--- src/dram_edo_cfg.svh ---
// Operation
// - EDO read data captured one cycle later
// - EDO select picks ordinary or EDO timing
// - EDO reads drive output enable strobe
// - Single DMA writes wait before column strobe
// - Distributed refresh when mode 0, enable 1
// - Mode 1 and enable 1 start self-refresh
// - Counter counts on from its present value
// - Counter match requests repeated refreshes
// - Counter match clears counter and keeps counting
// - Refresh row active length from control field
// - Refresh precharge uses ordinary precharge setting
// - Self-refresh blocks DRAM access and arbitration
// - Clearing mode select leaves self-refresh
// - Auto-refresh resumes after self-refresh exit
// - Self-refresh held through standby and NMI
// - Power-on reset clears registers and self-refresh
// - Burst ROM keeps select, skips setup later
// - Nibble reads only for listed sizes, two
// - Burst ROM wait sampling, zero-wait two cycles
`ifndef DRAM_EDO_CFG_SVH
`define DRAM_EDO_CFG_SVH
`define OFS_MEM_CTRL      8'h00
`define OFS_BUS_CTRL_ONE  8'h04
`define OFS_BUS_CTRL_TRE  8'h08
`define OFS_REF_TMR_CTRL  8'h0c
`define OFS_REF_COUNTER   8'h10
`define OFS_REF_CONSTANT  8'h14
`define OFS_STATUS        8'h18
`define MEMCTL_EDO_BIT    0
`define MEMCTL_MODE_BIT   1
`define MEMCTL_ENA_BIT    2
`define MEMCTL_RAS_LO     3
`define MEMCTL_TRP_LO     5
`define BCONE_BROM_BIT    0
`define BCONE_ROM16_BIT   1
`define BCTRE_STW_LO      0
`define BCTRE_RWAIT_LO    2
`define RTMR_CSEL_LO      0
`define RTMR_REP_LO       3
`define RST_REG8          8'h00
`define ROM_MAX_BEATS     2'h2
`endif

--- src/dram_edo_pkg.sv ---
package dram_edo_pkg;
  typedef enum logic [3:0] {
    ST_IDLE    = 4'b0000,
    ST_PRE     = 4'b0001,
    ST_RAS     = 4'b0010,
    ST_DSW     = 4'b0011,
    ST_CAS     = 4'b0100,
    ST_DATA    = 4'b0101,
    ST_REF_CAS = 4'b0110,
    ST_REF_RAS = 4'b0111,
    ST_SELF    = 4'b1000,
    ST_ROM_T1  = 4'b1001,
    ST_ROM_T2  = 4'b1010,
    ST_ROM_TN  = 4'b1011
  } ctrl_state_t;
  typedef enum logic [1:0] {
    SZ_BYTE = 2'b00,
    SZ_WORD = 2'b01,
    SZ_LONG = 2'b10
  } acc_size_t;
endpackage

--- src/dram_edo_refresh_burst_rom_ctrl.sv ---
`timescale 1ns/1ns
`default_nettype none
`include "dram_edo_cfg.svh"
module dram_edo_refresh_burst_rom_ctrl #(
  parameter int DW = 32
) (
  input  wire logic          sys_clk,
  input  wire logic          reset,
  input  wire logic [7:0]    regAddr,
  input  wire logic [7:0]    regWrData,
  input  wire logic          regWr,
  input  wire logic          regRd,
  output logic [7:0]         regRdData,
  input  wire logic          dramReq,
  input  wire logic          dramWrite,
  input  wire logic          dmaSingle,
  input  wire logic [DW-1:0] dramDataIn,
  input  wire logic          romReq,
  input  wire logic [1:0]    romSize,
  input  wire logic          waitPinN,
  output logic               rowStrobeN,
  output logic               columnStrobeN,
  output logic               outputEnableN,
  output logic               dmaAcknowledgeN,
  output logic               bootChipSelectN,
  output logic [1:0]         romNibbleAddr,
  output logic               accessDone,
  output logic [DW-1:0]      readData,
  output logic               romBeat,
  output logic               busArbEnable,
  output logic               selfRefreshActive
);
  dram_edo_pkg::ctrl_state_t state_ff, nxt_state;
  logic [7:0]    memCtrl_ff, busCtrlOne_ff, busCtrlTre_ff, refTmrCtrl_ff;
  logic [7:0]    refreshCnt_ff, refreshConst_ff, regRdData_ff;
  logic [15:0]   presc_ff;
  logic [3:0]    refPending_ff, nxt_refPending;
  logic [2:0]    cnt_ff, nxt_cnt;
  logic          accPend_ff, isWrite_ff, isDma_ff;
  logic [1:0]    beatsLeft_ff, nxt_beatsLeft, romAddr_ff;
  logic          waitMeta_ff, waitSync_ff;
  logic [DW-1:0] dataMeta_ff, dataSync_ff, readData_ff;
  logic [1:0]    capPipe_ff;
  logic          rasN_ff, column_strobe_ff, oeN_ff, dma_acknowledge_ff, csN_ff;
  logic          done_ff, beat_ff, arbEn_ff, self_ff;

  wire edoSel   = memCtrl_ff[`MEMCTL_EDO_BIT];
  wire refMode  = memCtrl_ff[`MEMCTL_MODE_BIT];
  wire refEna   = memCtrl_ff[`MEMCTL_ENA_BIT];
  wire [1:0] rasCyc  = memCtrl_ff[`MEMCTL_RAS_LO +: 2];
  wire [1:0] trpCyc  = memCtrl_ff[`MEMCTL_TRP_LO +: 2];
  wire burstRom = busCtrlOne_ff[`BCONE_BROM_BIT];
  wire rom16    = busCtrlOne_ff[`BCONE_ROM16_BIT];
  wire [1:0] stWait  = busCtrlTre_ff[`BCTRE_STW_LO +: 2];
  wire [1:0] romWait = busCtrlTre_ff[`BCTRE_RWAIT_LO +: 2];
  wire [2:0] clkSel  = refTmrCtrl_ff[`RTMR_CSEL_LO +: 3];
  wire [2:0] repCnt  = refTmrCtrl_ff[`RTMR_REP_LO +: 3];

  // Register decode
  wire wrMem   = regWr && (regAddr == `OFS_MEM_CTRL);
  wire wrOne   = regWr && (regAddr == `OFS_BUS_CTRL_ONE);
  wire wrTre   = regWr && (regAddr == `OFS_BUS_CTRL_TRE);
  wire wrTmr   = regWr && (regAddr == `OFS_REF_TMR_CTRL);
  wire wrCnt   = regWr && (regAddr == `OFS_REF_COUNTER);
  wire wrConst = regWr && (regAddr == `OFS_REF_CONSTANT);
  wire [7:0] statusWord = {refPending_ff, state_ff};
  wire [7:0] rdMux =
    (regAddr == `OFS_MEM_CTRL)     ? memCtrl_ff      :
    (regAddr == `OFS_BUS_CTRL_ONE) ? busCtrlOne_ff   :
    (regAddr == `OFS_BUS_CTRL_TRE) ? busCtrlTre_ff   :
    (regAddr == `OFS_REF_TMR_CTRL) ? refTmrCtrl_ff   :
    (regAddr == `OFS_REF_COUNTER)  ? refreshCnt_ff   :
    (regAddr == `OFS_REF_CONSTANT) ? refreshConst_ff :
    (regAddr == `OFS_STATUS)       ? statusWord      : `RST_REG8;

  // Prescaler tick: clock select 0 stops, n divides by 4^n
  wire [15:0] prescMask = 16'(((17'h1 << {clkSel, 1'b0}) - 17'h1));
  wire tick  = (clkSel != 3'h0) && ((presc_ff & prescMask) == prescMask);
  wire match = tick && (refreshCnt_ff == refreshConst_ff);
  wire [3:0] reps    = (repCnt == 3'h0) ? 4'h1 : {1'b0, repCnt};
  wire       refAuto = refEna && !refMode;
  wire       selfReq = refEna && refMode;
  wire       romNib  = (!rom16 && romSize != dram_edo_pkg::SZ_BYTE) ||
                       (rom16 && romSize == dram_edo_pkg::SZ_LONG);
  wire       romWaitActive = (romWait != 2'h0) && !waitSync_ff;
  wire       refTake = (state_ff == dram_edo_pkg::ST_REF_CAS);
  wire       captureNow = !isWrite_ff &&
    ((!edoSel && state_ff == dram_edo_pkg::ST_CAS) ||
     (edoSel && state_ff == dram_edo_pkg::ST_DATA));

  always_comb begin
    nxt_refPending = refPending_ff - (refTake ? 4'h1 : 4'h0);
    if (match && refAuto) begin
      nxt_refPending = nxt_refPending + reps;
    end
  end

  always_comb begin
    nxt_state     = state_ff;
    nxt_cnt       = cnt_ff;
    nxt_beatsLeft = beatsLeft_ff;
    case (state_ff)
      dram_edo_pkg::ST_IDLE: begin
        if (selfReq) begin
          nxt_state = dram_edo_pkg::ST_SELF;
        end else if (refAuto && refPending_ff != 4'h0) begin
          nxt_state = dram_edo_pkg::ST_REF_CAS;
        end else if (dramReq) begin
          nxt_state = dram_edo_pkg::ST_PRE;
          nxt_cnt   = {1'b0, trpCyc};
        end else if (romReq) begin
          nxt_state     = dram_edo_pkg::ST_ROM_T1;
          nxt_beatsLeft = (burstRom && romNib) ? `ROM_MAX_BEATS : 2'h1;
        end
      end
      dram_edo_pkg::ST_PRE: begin
        if (cnt_ff != 3'h0) begin
          nxt_cnt = cnt_ff - 3'h1;
        end else if (accPend_ff) begin
          nxt_state = dram_edo_pkg::ST_RAS;
        end else begin
          nxt_state = dram_edo_pkg::ST_IDLE;
        end
      end
      dram_edo_pkg::ST_RAS: begin
        if (isWrite_ff && isDma_ff && stWait != 2'h0) begin
          nxt_state = dram_edo_pkg::ST_DSW;
          nxt_cnt   = {1'b0, stWait} - 3'h1;
        end else begin
          nxt_state = dram_edo_pkg::ST_CAS;
        end
      end
      dram_edo_pkg::ST_DSW: begin
        if (cnt_ff != 3'h0) begin
          nxt_cnt = cnt_ff - 3'h1;
        end else begin
          nxt_state = dram_edo_pkg::ST_CAS;
        end
      end
      dram_edo_pkg::ST_CAS: begin
        nxt_state = dram_edo_pkg::ST_DATA;
      end
      dram_edo_pkg::ST_DATA: begin
        nxt_state = dram_edo_pkg::ST_IDLE;
      end
      dram_edo_pkg::ST_REF_CAS: begin
        nxt_state = dram_edo_pkg::ST_REF_RAS;
        nxt_cnt   = {1'b0, rasCyc};
      end
      dram_edo_pkg::ST_REF_RAS: begin
        if (cnt_ff != 3'h0) begin
          nxt_cnt = cnt_ff - 3'h1;
        end else begin
          nxt_state = dram_edo_pkg::ST_PRE;
          nxt_cnt   = {1'b0, trpCyc};
        end
      end
      dram_edo_pkg::ST_SELF: begin
        // Only a cleared mode bit or reset ends it; standby leaves it alone
        if (!refMode) begin
          nxt_state = dram_edo_pkg::ST_PRE;
          nxt_cnt   = {1'b0, trpCyc};
        end
      end
      dram_edo_pkg::ST_ROM_T1: begin
        nxt_state = dram_edo_pkg::ST_ROM_T2;
        nxt_cnt   = {1'b0, romWait};
      end
      dram_edo_pkg::ST_ROM_T2: begin
        if (cnt_ff != 3'h0) begin
          nxt_cnt = cnt_ff - 3'h1;
        end else if (romWaitActive) begin
          nxt_state = dram_edo_pkg::ST_ROM_T2;
        end else begin
          nxt_beatsLeft = beatsLeft_ff - 2'h1;
          if (beatsLeft_ff == 2'h1) begin
            nxt_state = dram_edo_pkg::ST_IDLE;
          end else if (romWait == 2'h0) begin
            nxt_state = dram_edo_pkg::ST_ROM_TN;
          end else begin
            nxt_cnt = {1'b0, romWait};
          end
        end
      end
      dram_edo_pkg::ST_ROM_TN: begin
        nxt_state = dram_edo_pkg::ST_ROM_T2;
      end
      default: begin
        nxt_state = dram_edo_pkg::ST_IDLE;
      end
    endcase
  end

  // Pin-level strobes decoded from the next state
  wire nRasOn = (nxt_state == dram_edo_pkg::ST_RAS) || (nxt_state == dram_edo_pkg::ST_DSW) ||
                (nxt_state == dram_edo_pkg::ST_CAS) || (nxt_state == dram_edo_pkg::ST_REF_RAS) ||
                (nxt_state == dram_edo_pkg::ST_SELF);
  wire nCasOn = (nxt_state == dram_edo_pkg::ST_CAS) || (nxt_state == dram_edo_pkg::ST_REF_CAS) ||
                (nxt_state == dram_edo_pkg::ST_REF_RAS) || (nxt_state == dram_edo_pkg::ST_SELF);
  wire nRdAcc = accPend_ff ? !isWrite_ff : !dramWrite;
  wire nOeOn  = edoSel && nRdAcc &&
                ((nxt_state == dram_edo_pkg::ST_CAS) || (nxt_state == dram_edo_pkg::ST_DATA));
  // Only the latched access type counts; a held request line must not leak into later cycles
  wire nDack  = isDma_ff &&
                ((nxt_state == dram_edo_pkg::ST_DSW) || (nxt_state == dram_edo_pkg::ST_CAS) ||
                 (nxt_state == dram_edo_pkg::ST_RAS));
  wire nCsOn  = (nxt_state == dram_edo_pkg::ST_ROM_T1) || (nxt_state == dram_edo_pkg::ST_ROM_T2) ||
                (nxt_state == dram_edo_pkg::ST_ROM_TN);
  wire romBeatNow = (state_ff == dram_edo_pkg::ST_ROM_T2) && (cnt_ff == 3'h0) && !romWaitActive;
  wire writeDone  = isWrite_ff && (state_ff == dram_edo_pkg::ST_DATA);

  always_ff @(posedge sys_clk or posedge reset) begin
    if (reset) begin
      memCtrl_ff      <= `RST_REG8;
      busCtrlOne_ff   <= `RST_REG8;
      busCtrlTre_ff   <= `RST_REG8;
      refTmrCtrl_ff   <= `RST_REG8;
      refreshConst_ff <= `RST_REG8;
      regRdData_ff    <= `RST_REG8;
    end else begin
      if (wrMem) memCtrl_ff <= regWrData;
      if (wrOne) busCtrlOne_ff <= regWrData;
      if (wrTre) busCtrlTre_ff <= regWrData;
      if (wrTmr) refTmrCtrl_ff <= regWrData;
      if (wrConst) refreshConst_ff <= regWrData;
      regRdData_ff <= regRd ? rdMux : `RST_REG8;
    end
  end

  always_ff @(posedge sys_clk or posedge reset) begin
    if (reset) begin
      presc_ff      <= 16'h0000;
      refreshCnt_ff <= `RST_REG8;
      refPending_ff <= 4'h0;
    end else begin
      presc_ff      <= (clkSel == 3'h0) ? 16'h0000 : presc_ff + 16'h0001;
      refPending_ff <= nxt_refPending;
      if (wrCnt) begin
        refreshCnt_ff <= regWrData;
      end else if (match) begin
        refreshCnt_ff <= 8'h00;
      end else if (tick) begin
        refreshCnt_ff <= refreshCnt_ff + 8'h01;
      end
    end
  end

  always_ff @(posedge sys_clk or posedge reset) begin
    if (reset) begin
      state_ff     <= dram_edo_pkg::ST_IDLE;
      cnt_ff       <= 3'h0;
      beatsLeft_ff <= 2'h0;
      accPend_ff   <= 1'b0;
      isWrite_ff   <= 1'b0;
      isDma_ff     <= 1'b0;
      romAddr_ff   <= 2'h0;
    end else begin
      state_ff     <= nxt_state;
      cnt_ff       <= nxt_cnt;
      beatsLeft_ff <= nxt_beatsLeft;
      if (state_ff == dram_edo_pkg::ST_IDLE && nxt_state == dram_edo_pkg::ST_PRE) begin
        accPend_ff <= 1'b1;
        isWrite_ff <= dramWrite;
        isDma_ff   <= dmaSingle;
      end else if (state_ff == dram_edo_pkg::ST_DATA) begin
        accPend_ff <= 1'b0;
        isDma_ff   <= 1'b0;
      end
      if (nxt_state == dram_edo_pkg::ST_ROM_T1) begin
        romAddr_ff  <= 2'h0;
      end else if (romBeatNow) begin
        romAddr_ff <= romAddr_ff + 2'h1;
      end
    end
  end

  always_ff @(posedge sys_clk or posedge reset) begin
    if (reset) begin
      waitMeta_ff <= 1'b1;
      waitSync_ff <= 1'b1;
      dataMeta_ff <= '0;
      dataSync_ff <= '0;
      capPipe_ff  <= 2'h0;
      readData_ff <= '0;
    end else begin
      waitMeta_ff <= waitPinN;
      waitSync_ff <= waitMeta_ff;
      dataMeta_ff <= dramDataIn;
      dataSync_ff <= dataMeta_ff;
      // Strobe delayed by the synchroniser depth so it meets the sampled word
      capPipe_ff  <= {capPipe_ff[0], captureNow};
      if (capPipe_ff[1]) readData_ff <= dataSync_ff;
    end
  end

  always_ff @(posedge sys_clk or posedge reset) begin
    if (reset) begin
      rasN_ff  <= 1'b1;
      column_strobe_ff  <= 1'b1;
      oeN_ff   <= 1'b1;
      dma_acknowledge_ff <= 1'b1;
      csN_ff   <= 1'b1;
      done_ff  <= 1'b0;
      beat_ff  <= 1'b0;
      arbEn_ff <= 1'b1;
      self_ff  <= 1'b0;
    end else begin
      rasN_ff  <= !nRasOn;
      column_strobe_ff  <= !nCasOn;
      oeN_ff   <= !nOeOn;
      dma_acknowledge_ff <= !nDack;
      csN_ff   <= !nCsOn;
      done_ff  <= capPipe_ff[1] || writeDone;
      beat_ff  <= romBeatNow;
      arbEn_ff <= (nxt_state != dram_edo_pkg::ST_SELF);
      self_ff  <= (nxt_state == dram_edo_pkg::ST_SELF);
    end
  end

  assign regRdData         = regRdData_ff;
  assign rowStrobeN        = rasN_ff;
  assign columnStrobeN     = column_strobe_ff;
  assign outputEnableN     = oeN_ff;
  assign dmaAcknowledgeN   = dma_acknowledge_ff;
  assign bootChipSelectN   = csN_ff;
  assign romNibbleAddr     = romAddr_ff;
  assign accessDone        = done_ff;
  assign readData          = readData_ff;
  assign romBeat           = beat_ff;
  assign busArbEnable      = arbEn_ff;
  assign selfRefreshActive = self_ff;
endmodule // dram_edo_refresh_burst_rom_ctrl
`default_nettype wire

--- config.mk ---
export PLATFORM = sky130hd
export DESIGN_NAME = dram_edo_refresh_burst_rom_ctrl
export DESIGN_NICKNAME = d
export VERILOG_FILES = /design/src/dram_edo_pkg.sv /design/src/dram_edo_refresh_burst_rom_ctrl.sv
export VERILOG_INCLUDE_DIRS = /design/src
export SDC_FILE = /design/constraint.sdc
export NUM_CORES = 1
export LEC_CHECK = 0
export BUFFER_PORTS_ARGS = -buffer_cell sky130_fd_sc_hd__buf_2
export CORE_MARGIN = 2
export CORE_UTILIZATION = 50
export DETAILED_ROUTE_END_ITERATION = 8
export PLACE_DENSITY = 0.69
export SYNTH_ARGS = -nofsm -noshare
export SYNTH_HDL_FRONTEND = slang
export SYNTH_SLANG_ARGS = --single-unit
export TNS_END_PERCENT = 50
--- constraint.sdc ---
create_clock -name sys_clk -period 16.1 [get_ports sys_clk]
set_clock_uncertainty 0.1 [all_clocks]
set_input_delay 2.415 -clock sys_clk [delete_from_list [all_inputs] [get_ports sys_clk]]
set_output_delay 2.415 -clock sys_clk [all_outputs]
set_load 0.005 [all_outputs]
==> results.py <==
metrics = {
    "status": {
        "status": "completed",
    },
    "worst_setup_path": {
        "data_arrival_at_the_endpoint_of_the_critical_path_ps": 4490,
        "crit_type": "input port to flip-flop",
        "worstSetupStartpointType": "input port",
        "worstReg2RegStart": "refTmrCtrl_ff[0]",
        "worst_r2r_path_depth": 9,
        "end_kind": "flip-flop",
        "critical_path.max_fanout": 15,
        "reg2reg_slack_ps": 12320,
        "worstPathRequired_ps": 16320,
        "crit-reg2reg-capture": "refPending_ff[1]",
    },
    "global_route": {
        "grt_most_used_layer": "met2",
        "grtUsageMet3": 0.0419,
        "first_global_vias": 6085,
        "grt.met2_usage": 0.351,
        "grt.met1_usage": 0.310,
        "initial_antenna_violation_count": 0,
        "grt_pass1_wl_um": 31500,
        "grt_max_degree": 114,
        "grt_remaining_overflow": 0,
        "gr-usage-all-layers": 0.224,
    },
    "power_and_ir_drop": {
        "worst_ir_drop_vdd_mv": 0.0944,
        "static_leakage_nw": 4.58,
        "power_density_over_cell_area_nw_per_um2": 143,
    },
    "yosys": {
        "post_synth_main_area_contributors": "dfrtp_1 (55%), mux2_2 (9.1%), o21ai_0 (2.6%)",
        "synth_common_cells": "dfrtp_1 (191), mux2_2 (70), nor2_1 (54)",
        "number_of_enable_type_register_cells_in_the_synthesized_netlist": 0,
        "syn_area_sq_um": 8630,
        "post_synth_inst_count": 727,
        "synth_seq_cells": 199,
        "synth_top_area_frac": 0.554,
        "synth_largest_area_cell": "dfrtp_1",
        "number_of_library_cell_types_mapped_by_synthesis": 79,
        "most_instantiated_flip_flop_cell_in_the_synthesis_netlist": "dfrtp_1",
        "yosys.cell_count.top_type": "dfrtp_1",
        "synth-warning-count": 0,
        "post_synth.cell_area_avg_sq_um": 11.9,
        "synth_sequential_area_ratio": 0.578,
        "postSynth.asyncResetShare": 1.00,
        "mappedNetlistNets": 801,
    },
    "route": {
        "drt-pass1-iter-count": 5,
        "vias": 6061,
        "routed_wirelength_um": 19600,
        "route.detailed.vias_per_inst": 5.70,
        "number_of_drc_violations_after_detailed_routing": 0,
        "final_antenna_net_count": 0,
        "wl_per_cell_um": 18.5,
        "drt_iter0_drc": 353,
    },
    "min_path": {
        "hold_path.class": "flip-flop to flip-flop",
        "holdPathStages": 0,
        "min_delay_worst_endpoint": "dataSync_ff[24]",
        "worst_hold_startpoint": "dataMeta_ff[24]",
    },
    "sta": {
        "finalCriticalPeriod_ps": 4270,
        "rsz_0062_raised_after_global_routing": "no",
        "timing_hold_violations_final": 0,
        "worst_slew_pin_slew_ps": 1090,
        "final-setup-viol-count": 0,
        "min_hold_slack_ps": 249,
        "slew_headroom": 0.268,
        "timing.final.max_slew_violations": 0,
        "fin_crit_sh": 0.265,
        "fmax_mhz": 234,
        "finalSetupTns_ps": 0,
    },
    "clock_network": {
        "clock-sinks": 199,
        "worst_skew_pair.late_latency_ps": 440,
        "clockBufferDepth": 2,
        "cts_buffers": 17,
        "cts_post_setup_buffers_inserted": 0,
        "cts-root-buf": "clkbuf_16",
        "post_cts_hold_buffer_count": 0,
        "path_clk_slew_ps": 70,
        "htreeDepth": 4,
        "tritoncts": "done",
        "cts_resized": 0,
    },
    "layout": {
        "number_of_inserted_diodes": 0,
        "filler_cell_count": 1439,
        "final_nets": 899,
        "drive_above_1_share": 0.288,
        "layout-area-overhead-vs-synth_pct": 14.7,
    },
    "floorplanning": {
        "fp.dieArea_sq_um": 18300,
        "starting_utilization_of_the_core_area": 0.506,
        "die_h_um": 135,
        "core.rowCount": 48,
        "core_sq_um": 17100,
        "boundaryPins": 110,
        "die_w_um": 135,
    },
    "place": {
        "weighted_congestion_at_the_end_of_routability_driven_global_placement": 0.990,
        "post-dp-hpwl_um": 13700,
        "portBuffers": 109,
    },
    "flow_run": {
        "cap_viol_max_count": 0,
    },
}
==> state kept, by name (all words and copies together) (netlist names), 8 cells and up <==
| name | count |
|---|---|
| busCtrlOne_ff | 8 |
| busCtrlTre_ff | 8 |
| dataMeta_ff | 32 |
| dataSync_ff | 32 |
| memCtrl_ff | 8 |
| presc_ff | 16 |
| readData | 32 |
| refTmrCtrl_ff | 8 |
| refreshCnt_ff | 8 |
| refreshConst_ff | 8 |
| regRdData | 8 |
==> power by group <==
part           switching, mW  internal [mW]  total [mW]
Combinational          0.183          0.167       0.350
Clock                  0.199          0.206       0.405
Sequential            0.0713          0.586       0.657
==> metal layers <==
layer	vias up	wire length, um
met5	-	0
met4	0	450
met3	41	1230
met2	248	9210
met1	2972	8760
li1	2800	-
==> metrics by stage <==
stage | cells | total power, mW | cell area [sq um] | utilization | worst slack (ps)
after CTS | 1063 | 1.43 | 9890 | 0.580 | 11880
after detailed placement | 1031 | 1.02 | 9330 | 0.547 | 11420
after floorplan | 727 | 0.891 | 8630 | - | 8170
final | 1063 | 1.41 | 9890 | 0.580 | 11830
after global routing | 1063 | 1.50 | 9890 | 0.580 | 11570
after global placement | 1031 | 0.996 | 9330 | 0.547 | 11460
==> cell usage in the layout, fill, tap and decap left out, types with 4 or more instances in the layout <==
cell        count
mux2i_1         5
clkbuf_16      17
a31oi_1         6
nor4_1          6
buf_2         109
a22oi_1        11
xor2_1         17
inv_8           5
a21oi_1        28
dfstp_2         8
nand2_1        41
a211oi_1        4
o32ai_1         7
ha_1           14
clkinvlp_4      4
a21boi_0        8
nand3_1        21
nor3_1          9
or3_1           6
and2_1          6
nor2b_1         9
mux2_2         70
inv_1          24
o21ai_0        45
dfrtp_1       191
nand4_1         7
nor2_1         54
xnor2_1         9
nand2b_1        9
==> how the worst max path moves through the flow <==
stage / startpoint / to / slack (ps) / cells after the start
6_report: regAddr[5] / busCtrlOne_ff[7] / 11830 / 4
5_1_grt: regAddr[5] / busCtrlOne_ff[0] / 11570 / 4
4_1_cts: regAddr[5] / busCtrlOne_ff[6] / 11880 / 4
3_5_place_dp: regAddr[5] / busCtrlOne_ff[6] / 11420 / 4
3_3_place_gp: regAddr[5] / busCtrlOne_ff[0] / 11460 / 4
2_1_floorplan: reset / accPend_ff / 8170 / 1
==> logic make-up (layout without fill, tap and decap cells) <==
kind of cell | count (synthesis) | in the layout | synth area share
adder cells (fa/ha/maj) | 15 | 15 | 0.0226
flip-flops | 199 | 199 | 0.578
AO/OA/AOI/OAI | 148 | 148 | 0.115
XOR/XNOR | 26 | 26 | 0.0264
multiplexers | 77 | 77 | 0.100
buffers and inverters | 58 | 169 | 0.0303
AND/OR/NAND/NOR | 204 | 204 | 0.127
==> critical path, cell delays in order <==
cell and delay, ps:
buf_2 110, nor4_2 930, nand4b_1 580, mux2_2 440
==> layout make-up <==
| class | count | area, sq um | area share |
|---|---|---|---|
| Inverter | 25 | 101 | 0.0102 |
| Sequential cell | 199 | 4990 | 0.504 |
| Tap cell | 225 | 282 | 0.0285 |
| Clock buffer | 18 | 429 | 0.0434 |
| Clock inverter | 14 | 139 | 0.0140 |
| Multi-Input combinational cell | 470 | 3390 | 0.342 |
| Timing Repair Buffer | 112 | 568 | 0.0574 |
(Power assumes the default switching activity.)
